`config.mk`:
```
export PLATFORM = sky130hd
export DESIGN_NAME = return_instruction_unit
export DESIGN_NICKNAME = d
export VERILOG_FILES = /design/src/hdl/ret_unit_pkg.sv /design/src/hdl/return_instruction_unit.sv
export SDC_FILE = /design/constraint.sdc
export NUM_CORES = 1
export LEC_CHECK = 0
export BUFFER_PORTS_ARGS = -buffer_cell sky130_fd_sc_hd__buf_2
export CAP_MARGIN = 20
export CORE_ASPECT_RATIO = 0.7
export CORE_UTILIZATION = 31
export DETAILED_ROUTE_END_ITERATION = 10
export GPL_ROUTABILITY_DRIVEN = 0
export SKIP_LAST_GASP = 1
export SLEW_MARGIN = 40
export SYNTH_ARGS = -nofsm -noshare
export SYNTH_HDL_FRONTEND = slang
export SYNTH_SLANG_ARGS = --single-unit
export TNS_END_PERCENT = 1
```
`constraint.sdc`:
```
create_clock -name clk -period 4.8 [get_ports clk]
set_input_delay 0.48 -clock clk [delete_from_list [all_inputs] [get_ports clk]]
set_output_delay 0.48 -clock clk [all_outputs]
set_load 0.03 [all_outputs]
```
`src/hdl/ret_unit_pkg.sv`:
```
// constants shared by the return instruction unit
package ret_unit_pkg;
    // register word offsets, compared with address bits 5:2
    localparam logic [3:0] OFS_INSTR = 4'h0;
    localparam logic [3:0] OFS_PC = 4'h1;
    localparam logic [3:0] OFS_WORK = 4'h2;
    localparam logic [3:0] OFS_FLAGS = 4'h3;
    localparam logic [3:0] OFS_BANK = 4'h4;
    localparam logic [3:0] OFS_SHADOW = 4'h5;
    localparam logic [3:0] OFS_STACK = 4'h6;
    localparam logic [3:0] OFS_CTRL = 4'h7;
    localparam logic [3:0] OFS_LATCH = 4'h8;
    // field positions
    localparam int SHD_FLAGS_LSB = 8;
    localparam int SHD_BANK_LSB = 16;
    localparam int CTRL_GIEH_BIT = 0;
    localparam int CTRL_GIEL_BIT = 1;
    localparam int CTRL_LEVEL_BIT = 2;
    localparam int CTRL_SP_LSB = 8;
    localparam int INSTR_BUSY_BIT = 16;
    localparam int INSTR_BAD_BIT = 17;
    localparam int LATCH_UPPER_LSB = 8;
    // opcode patterns, the low bit of the two 0x001x forms is the shadow flag
    localparam logic [14:0] OPC_IRQ_RET = 15'h0008;
    localparam logic [14:0] OPC_SUB_RET = 15'h0009;
    localparam logic [7:0] OPC_LIT_RET = 8'h0c;
    // instruction cycle phases
    localparam logic [1:0] PH_Q1 = 2'h0;
    localparam logic [1:0] PH_Q4 = 2'h3;
    // reset values
    localparam logic [7:0] RST_BYTE = 8'h00;
    localparam logic [3:0] RST_BANK = 4'h0;

    typedef enum logic [1:0]
    {
        ST_IDLE = 2'b00,
        ST_ALIGN = 2'b01,
        ST_EXEC = 2'b11,
        ST_FLUSH = 2'b10
    } seq_type;
endpackage : ret_unit_pkg

```
`src/hdl/return_instruction_unit.sv`:
```
// return instruction unit: decode and execution of the three return opcodes
module return_instruction_unit
    import ret_unit_pkg::*;
#(
    parameter int PC_W = 21,
    parameter int STACK_DEPTH = 31,
    parameter int SP_W = 5
)
(
    // clock and reset
    input wire logic clk,
    input wire logic rstn,
    // avalon-mm slave
    input wire logic [5:0] address,
    input wire logic read,
    input wire logic write,
    input wire logic [31:0] writedata,
    output logic [31:0] readdata,
    output logic waitrequest,
    // core side
    output logic [1:0] phase,
    output logic fetch_discard
);
    logic [1:0] phase_reg;
    seq_type state_reg;
    logic [15:0] opcode_reg;
    logic bad_op_reg;
    logic [PC_W-1:0] pc_reg;
    logic [7:0] work_reg;
    logic [7:0] flags_reg;
    logic [3:0] bank_select_reg;
    logic [7:0] shadow_work_reg;
    logic [7:0] shadow_flags_reg;
    logic [3:0] shadow_bank_select;
    logic high_level_global_irq_enable;
    logic low_level_global_irq_enable;
    logic level_sel_reg;
    logic [4:0] pc_upper_latch;
    logic [7:0] pc_high_latch;
    logic [PC_W-1:0] stack_reg [STACK_DEPTH];
    logic [SP_W-1:0] sp_reg;
    logic [PC_W-1:0] stack_top_entry;
    logic rvalid_reg;
    logic [31:0] readdata_reg;
    logic discard_reg;
    logic [3:0] idx;
    logic wr_ok;
    logic is_irq_ret;
    logic is_sub_ret;
    logic is_lit_ret;
    logic pop_now;
    logic shadow_now;

    assign idx = address[5:2];
    assign stack_top_entry = (sp_reg != '0) ? stack_reg[SP_W'(sp_reg - 1'b1)] : '0;
    assign is_irq_ret = (opcode_reg[15:1] == OPC_IRQ_RET);
    assign is_sub_ret = (opcode_reg[15:1] == OPC_SUB_RET);
    assign is_lit_ret = (opcode_reg[15:8] == OPC_LIT_RET);
    // every return acts only in Q4 of its first cycle
    assign pop_now = (state_reg == ST_EXEC) && (phase_reg == PH_Q4) && (is_irq_ret || is_sub_ret || is_lit_ret);
    assign shadow_now = pop_now && (is_irq_ret || is_sub_ret) && opcode_reg[0];
    // an instruction write stalls while one is in flight; reads stall for one wait cycle
    assign waitrequest = (read && !rvalid_reg) || (write && idx == OFS_INSTR && state_reg != ST_IDLE);
    assign wr_ok = write && !waitrequest;
    assign readdata = readdata_reg;
    assign phase = phase_reg;
    assign fetch_discard = discard_reg;

    always_ff @(posedge clk)
    begin
        if (!rstn)
            phase_reg <= PH_Q1;
        else
            phase_reg <= phase_reg + 2'h1;
    end

    always_ff @(posedge clk)
    begin
        if (!rstn)
        begin
            state_reg <= ST_IDLE;
            opcode_reg <= 16'h0000;
            bad_op_reg <= 1'b0;
        end
        else
        begin
            case (state_reg)
                ST_IDLE:
                    if (wr_ok && idx == OFS_INSTR)
                    begin
                        opcode_reg <= writedata[15:0];
                        state_reg <= ST_ALIGN;
                    end
                ST_ALIGN:
                    if (phase_reg == PH_Q4)
                        state_reg <= ST_EXEC;
                ST_EXEC:
                    if (phase_reg == PH_Q4)
                    begin
                        // unknown opcodes are dropped, not executed
                        bad_op_reg <= !pop_now;
                        state_reg <= pop_now ? ST_FLUSH : ST_IDLE;
                    end
                ST_FLUSH:
                    if (phase_reg == PH_Q4)
                        state_reg <= ST_IDLE;
                default:
                    state_reg <= ST_IDLE;
            endcase
        end
    end

    always_ff @(posedge clk)
    begin
        if (!rstn)
            discard_reg <= 1'b0;
        else
            discard_reg <= pop_now;
    end

    always_ff @(posedge clk)
    begin
        if (!rstn)
        begin
            pc_reg <= '0;
            sp_reg <= '0;
        end
        else if (pop_now)
        begin
            pc_reg <= stack_top_entry;
            if (sp_reg != '0)
                sp_reg <= SP_W'(sp_reg - 1'b1);
        end
        else if (wr_ok && idx == OFS_STACK && sp_reg != SP_W'(STACK_DEPTH))
        begin
            sp_reg <= SP_W'(sp_reg + 1'b1);
        end
    end

    always_ff @(posedge clk)
    begin
        if (wr_ok && idx == OFS_STACK && !pop_now && sp_reg != SP_W'(STACK_DEPTH))
            stack_reg[sp_reg] <= writedata[PC_W-1:0];
    end

    // literal into work register, flags kept
    always_ff @(posedge clk)
    begin
        if (!rstn)
        begin
            work_reg <= RST_BYTE;
            flags_reg <= RST_BYTE;
            bank_select_reg <= RST_BANK;
        end
        else if (shadow_now)
        begin
            work_reg <= shadow_work_reg;
            flags_reg <= shadow_flags_reg;
            bank_select_reg <= shadow_bank_select;
        end
        else if (pop_now && is_lit_ret)
            work_reg <= opcode_reg[7:0];
        else if (wr_ok && idx == OFS_WORK)
            work_reg <= writedata[7:0];
        else if (wr_ok && idx == OFS_FLAGS)
            flags_reg <= writedata[7:0];
        else if (wr_ok && idx == OFS_BANK)
            bank_select_reg <= writedata[3:0];
    end

    always_ff @(posedge clk)
    begin
        if (!rstn)
        begin
            shadow_work_reg <= RST_BYTE;
            shadow_flags_reg <= RST_BYTE;
            shadow_bank_select <= RST_BANK;
        end
        else if (wr_ok && idx == OFS_SHADOW)
        begin
            shadow_work_reg <= writedata[7:0];
            shadow_flags_reg <= writedata[SHD_FLAGS_LSB +: 8];
            shadow_bank_select <= writedata[SHD_BANK_LSB +: 4];
        end
    end

    // re-enable the selected level; the hardware set wins over a write
    always_ff @(posedge clk)
    begin
        if (!rstn)
        begin
            high_level_global_irq_enable <= 1'b0;
            low_level_global_irq_enable <= 1'b0;
            level_sel_reg <= 1'b0;
        end
        else
        begin
            if (wr_ok && idx == OFS_CTRL)
            begin
                high_level_global_irq_enable <= writedata[CTRL_GIEH_BIT];
                low_level_global_irq_enable <= writedata[CTRL_GIEL_BIT];
                level_sel_reg <= writedata[CTRL_LEVEL_BIT];
            end
            if (pop_now && is_irq_ret && level_sel_reg)
                high_level_global_irq_enable <= 1'b1;
            if (pop_now && is_irq_ret && !level_sel_reg)
                low_level_global_irq_enable <= 1'b1;
        end
    end

    always_ff @(posedge clk)
    begin
        if (!rstn)
        begin
            pc_upper_latch <= 5'h00;
            pc_high_latch <= RST_BYTE;
        end
        else if (wr_ok && idx == OFS_LATCH)
        begin
            pc_high_latch <= writedata[7:0];
            pc_upper_latch <= writedata[LATCH_UPPER_LSB +: 5];
        end
    end

    // read path, unmapped offsets read zero
    always_ff @(posedge clk)
    begin
        if (!rstn)
        begin
            rvalid_reg <= 1'b0;
            readdata_reg <= 32'h0000_0000;
        end
        else
        begin
            rvalid_reg <= read && !rvalid_reg;
            if (read && !rvalid_reg)
            begin
                readdata_reg <= 32'h0000_0000;
                if (idx == OFS_INSTR)
                    readdata_reg <= {14'h0000, bad_op_reg, state_reg != ST_IDLE, opcode_reg};
                else if (idx == OFS_PC)
                    readdata_reg[PC_W-1:0] <= pc_reg;
                else if (idx == OFS_WORK)
                    readdata_reg[7:0] <= work_reg;
                else if (idx == OFS_FLAGS)
                    readdata_reg[7:0] <= flags_reg;
                else if (idx == OFS_BANK)
                    readdata_reg[3:0] <= bank_select_reg;
                else if (idx == OFS_SHADOW)
                    readdata_reg[19:0] <= {shadow_bank_select, shadow_flags_reg, shadow_work_reg};
                else if (idx == OFS_STACK)
                    readdata_reg[PC_W-1:0] <= stack_top_entry;
                else if (idx == OFS_CTRL)
                    readdata_reg[12:0] <= {sp_reg, 5'h00, level_sel_reg,
                        low_level_global_irq_enable, high_level_global_irq_enable};
                else if (idx == OFS_LATCH)
                    readdata_reg[12:0] <= {pc_upper_latch, pc_high_latch};
            end
        end
    end

    // checks
    a_pop_to_pc: assert property (@(posedge clk) disable iff (!rstn)
        pop_now |=> pc_reg == $past(stack_top_entry))
        else $error("pc not loaded from popped top entry");
    a_irq_enable_set: assert property (@(posedge clk) disable iff (!rstn)
        pop_now && is_irq_ret |=> (level_sel_reg ? high_level_global_irq_enable : low_level_global_irq_enable))
        else $error("interrupt enable not set on interrupt return");
    a_irq_shadow_copy: assert property (@(posedge clk) disable iff (!rstn)
        pop_now && is_irq_ret && opcode_reg[0] |=> work_reg == $past(shadow_work_reg)
        && flags_reg == $past(shadow_flags_reg) && bank_select_reg == $past(shadow_bank_select))
        else $error("shadow copy missing on interrupt return");
    a_exec_two_cycles: assert property (@(posedge clk) disable iff (!rstn)
        pop_now |=> state_reg == ST_FLUSH [*4] ##1 state_reg == ST_IDLE)
        else $error("return did not take two cycles");
    a_literal_work: assert property (@(posedge clk) disable iff (!rstn)
        pop_now && is_lit_ret |=> work_reg == $past(opcode_reg[7:0]) && $stable(flags_reg))
        else $error("literal not loaded or flags changed");
    a_pop_in_q4: assert property (@(posedge clk) disable iff (!rstn)
        $changed(pc_reg) |-> $past(phase_reg) == PH_Q4 && $past(state_reg) == ST_EXEC)
        else $error("pc changed outside first-cycle Q4");
    a_latch_kept: assert property (@(posedge clk) disable iff (!rstn)
        pop_now |=> $stable(pc_upper_latch) && $stable(pc_high_latch))
        else $error("pc latch changed by a return");
    a_sub_flags_kept: assert property (@(posedge clk) disable iff (!rstn)
        pop_now && is_sub_ret && !opcode_reg[0] |=> $stable(flags_reg) && $stable(work_reg)
        && $stable(bank_select_reg))
        else $error("subroutine return without shadow touched registers");
    a_sub_shadow_copy: assert property (@(posedge clk) disable iff (!rstn)
        pop_now && is_sub_ret && opcode_reg[0] |=> work_reg == $past(shadow_work_reg)
        && flags_reg == $past(shadow_flags_reg) && bank_select_reg == $past(shadow_bank_select))
        else $error("shadow copy missing on subroutine return");
    a_discard_pulse: assert property (@(posedge clk) disable iff (!rstn)
        pop_now |=> fetch_discard ##1 !fetch_discard)
        else $error("prefetched word not discarded");

    c_irq_shadow: cover property (@(posedge clk) disable iff (!rstn) pop_now && is_irq_ret && opcode_reg[0]);
    c_literal: cover property (@(posedge clk) disable iff (!rstn) pop_now && is_lit_ret);
    c_sub_plain: cover property (@(posedge clk) disable iff (!rstn) pop_now && is_sub_ret && !opcode_reg[0]);
    c_stall: cover property (@(posedge clk) disable iff (!rstn) write && waitrequest);
endmodule : return_instruction_unit

```
==> results.json <==
{
  "post-synth-top-area-cell": "edfxtp_1",
  "antenna_found_initial": 1,
  "wl_met3_um": 7190,
  "vias": 18500,
  "cts_sinks": 777,
  "r2r_end": "readdata[16]$_SDFFE_PN0P_",
  "ff_latch_area_um2": 22100,
  "gr-total-overflow": 0,
  "core_area_um2": 100000,
  "fmax_mhz": 272,
  "fin_worst_skew_ns": 0.0255,
  "worst_setup_path_end_kind": "flop",
  "synth_xor_area_share_pct": 0.335,
  "min_from": "rstn",
  "synth_compound_gate_area_share_pct": 7.34,
  "yosys.area_share.simple_pct": 7.08,
  "synth_mux_area_share_pct": 12.5,
  "min_period_ns": 3.67,
  "slew_violations": 0,
  "synth-adder-area-share_pct": 0.279,
  "worst_slew_pin_slew_ns": 0.932,
  "drive_above_1_share_pct": 20.5,
  "ys.flop_type": "edfxtp_1",
  "synth_top_area_share_pct": 62.3,
  "fin_crit_sh_pct": 76.6,
  "ir_worst_vdd_uv": 267,
  "synth_most_common_cell": "edfxtp_1",
  "synth_edf_count": 651,
  "drt_iter0_drc": 2457,
  "start_kind": "flop",
  "rows": 97,
  "hold_viol": 0,
  "cap_violations": 0,
  "met2_length_um": 35300,
  "wl_per_cell_um": 23.9,
  "setup_violations": 0,
  "async_flop_share_pct": 0,
  "worstHoldEndpoint": "sp_reg[1]$_SDFFE_PN0P_",
  "cts-root-buf": "clkbuf_16",
  "reg2reg_depth": 8,
  "final_area_um2": 36000,
  "clk_latency_ns": 0.63,
  "worstSetupPathType": "reg -> reg",
  "final_antenna_net_count": 0,
  "p_leak_nw": 11.2,
  "syn_inst": 1988,
  "synth_area_per_cell_um2": 15.8,
  "max_slew_margin_pct": 37.3,
  "multi_input_area_um2": 8840,
  "critPathArrivalTime_ns": 4.16,
  "ys_warn_count": 0,
  "hold_buffers": 0,
  "synth_top_family_by_area": "multiplexers",
  "top_layer": "met4",
  "power_mw": 14.4,
  "rr_startpoint": "sp_reg[0]$_SDFFE_PN0P_",
  "ys_seq_elements": 777,
  "crit_required_ns": 5.29,
  "hold_depth": 2,
  "io_buffers": 53,
  "synth_area_leaders": "edfxtp_1 (62%), mux4_2 (10%), dfxtp_1 (8.0%)",
  "io-pin-count": 78,
  "largest_reg_flops": 651,
  "syn2layout_area_growth_pct": 14.6,
  "grt_pass1_wl_um": 120000,
  "seq_area_frac_synth_pct": 70.3,
  "cts_setup_buffers": 0,
  "cts_resized": 0,
  "final_nets": 2120,
  "fill_cells": 9367,
  "ys_types": 78,
  "clk_path_buf_depth": 3,
  "die_area_um2": 103000,
  "placed_area_um2": 33700,
  "finalSetupTns_ns": 0,
  "initial_core_util_pct": 31.3,
  "grt_use_total_pct": 15.9,
  "drc": 12,
  "hold_class": "in -> reg",
  "hpwl_um": 53300,
  "ctsHtreeMaxLevel": 3,
  "cts_buffers": 70,
  "clk_pin_slew_ns": 0.07,
  "critPathMaxFanout": 42,
  "grt_pass1_vias": 17600,
  "rrSetupSlack_ns": 1.13,
  "tritoncts": "yes",
  "synthTopCellsByCount": "edfxtp_1 (651), nand2_1 (245), mux4_2 (144), nor2_1 (139), dfxtp_1 (126)",
  "rsz0062_at_grt": "false",
  "powerDensity_nw_per_um2": 401,
  "drt-met1-wl_um": 38900,
  "outcome": "finished, violations left",
  "drt_wl_total_um": 82600,
  "die_x_um": 382,
  "syn-cell-area_um2": 31400,
  "via_per_inst": 5.35,
  "drt_first_pass_iters": 9,
  "die_height_um": 268,
  "grt_max_degree": 68,
  "violations": "design-rule violations"
}
-- critical path: stages, from the launching register on --
cell and delay, ns:
dfxtp_4 0.34, buf_4 0.39, buf_12 0.31, buf_16 0.33, buf_16 0.32, mux4_2 0.56
mux4_2 0.52, o211ai_1 0.49, a211oi_1 0.15
-- where the power goes --
group	internal, mW	total (mW)	switching [mW]	leakage [nW]
Combinational	0.466	1.37	0.901	3.21
Sequential	7.31	7.32	0.0135	6.87
Clock	3.24	5.73	2.49	1.12
Total	11.0	14.4	3.40	11.2
-- through the flow --
step                      util [%]  worst slack (ns)  cells  hold slack [ns]
after detailed placement      33.6              1.02   3335            0.440
final                         35.9              1.13   3463            0.334
after global placement        33.4             0.914   3324            0.428
after CTS                     35.9              1.05   3462            0.294
after floorplan                  -              1.52   1998            0.420
after global routing          35.9             0.949   3462            0.317
-- worst max path at each step --
stage	start	to	cells after the start
after global routing	sp_reg[0]$_SDFFE_PN0P_	readdata[16]$_SDFFE_PN0P_	8
after global placement	sp_reg[0]$_SDFFE_PN0P_	readdata[3]$_SDFFE_PN0P_	9
after CTS	sp_reg[0]$_SDFFE_PN0P_	readdata[16]$_SDFFE_PN0P_	8
after floorplan	sp_reg[0]$_SDFFE_PN0P_	readdata[13]$_SDFFE_PN0P_	12
final	sp_reg[0]$_SDFFE_PN0P_	readdata[16]$_SDFFE_PN0P_	8
after detailed placement	address[3]	stack_reg[26][0]$_DFFE_PP_	7
-- cells in the final DEF (no fill, tap or decap), drive strengths merged, types with 20 or more instances in the layout --
cell type  count
clkbuf        89
mux4         146
a211oi        26
o21ai         73
nand3         33
nor2         140
nand2        246
edfxtp       651
buf          130
a21oi        109
dfxtp        126
clkinv        26
a22oi         21
nor3          20
mux2i         57
-- per-layer routing --
| layer | global-route usage (%) | vias to the layer above |
|---|---|---|
| met5 | 0 | - |
| met4 | 3.16 | 0 |
| met3 | 3.43 | 100 |
| met2 | 22.7 | 897 |
| met1 | 24.6 | 9581 |
| li1 | - | 7942 |
-- final cells by class --
class | instances | share of cell area [%]
flip-flops and latches | 777 | 61.4
multi-input cells | 1084 | 24.6
clock buffers | 89 | 5.13
well taps | 1336 | 4.65
repair buffers | 130 | 2.91
clock inverters | 38 | 1.30
inverters | 8 | 0.0835
diodes | 1 | 0.00695
-- logic make-up (layout without fill, tap and decap cells) --
family                     count (synthesis)  count (layout)
and+or+nand+nor                          503             503
muxes                                    208             208
other                                      1              12
adders and majority gates                  7               7
DFF                                      777             777
AOI/OAI and AO/OA                        346             346
xor gates and xnor gates                   9               9
buffers and inverters                    137             265
(Power assumes the default switching activity.)
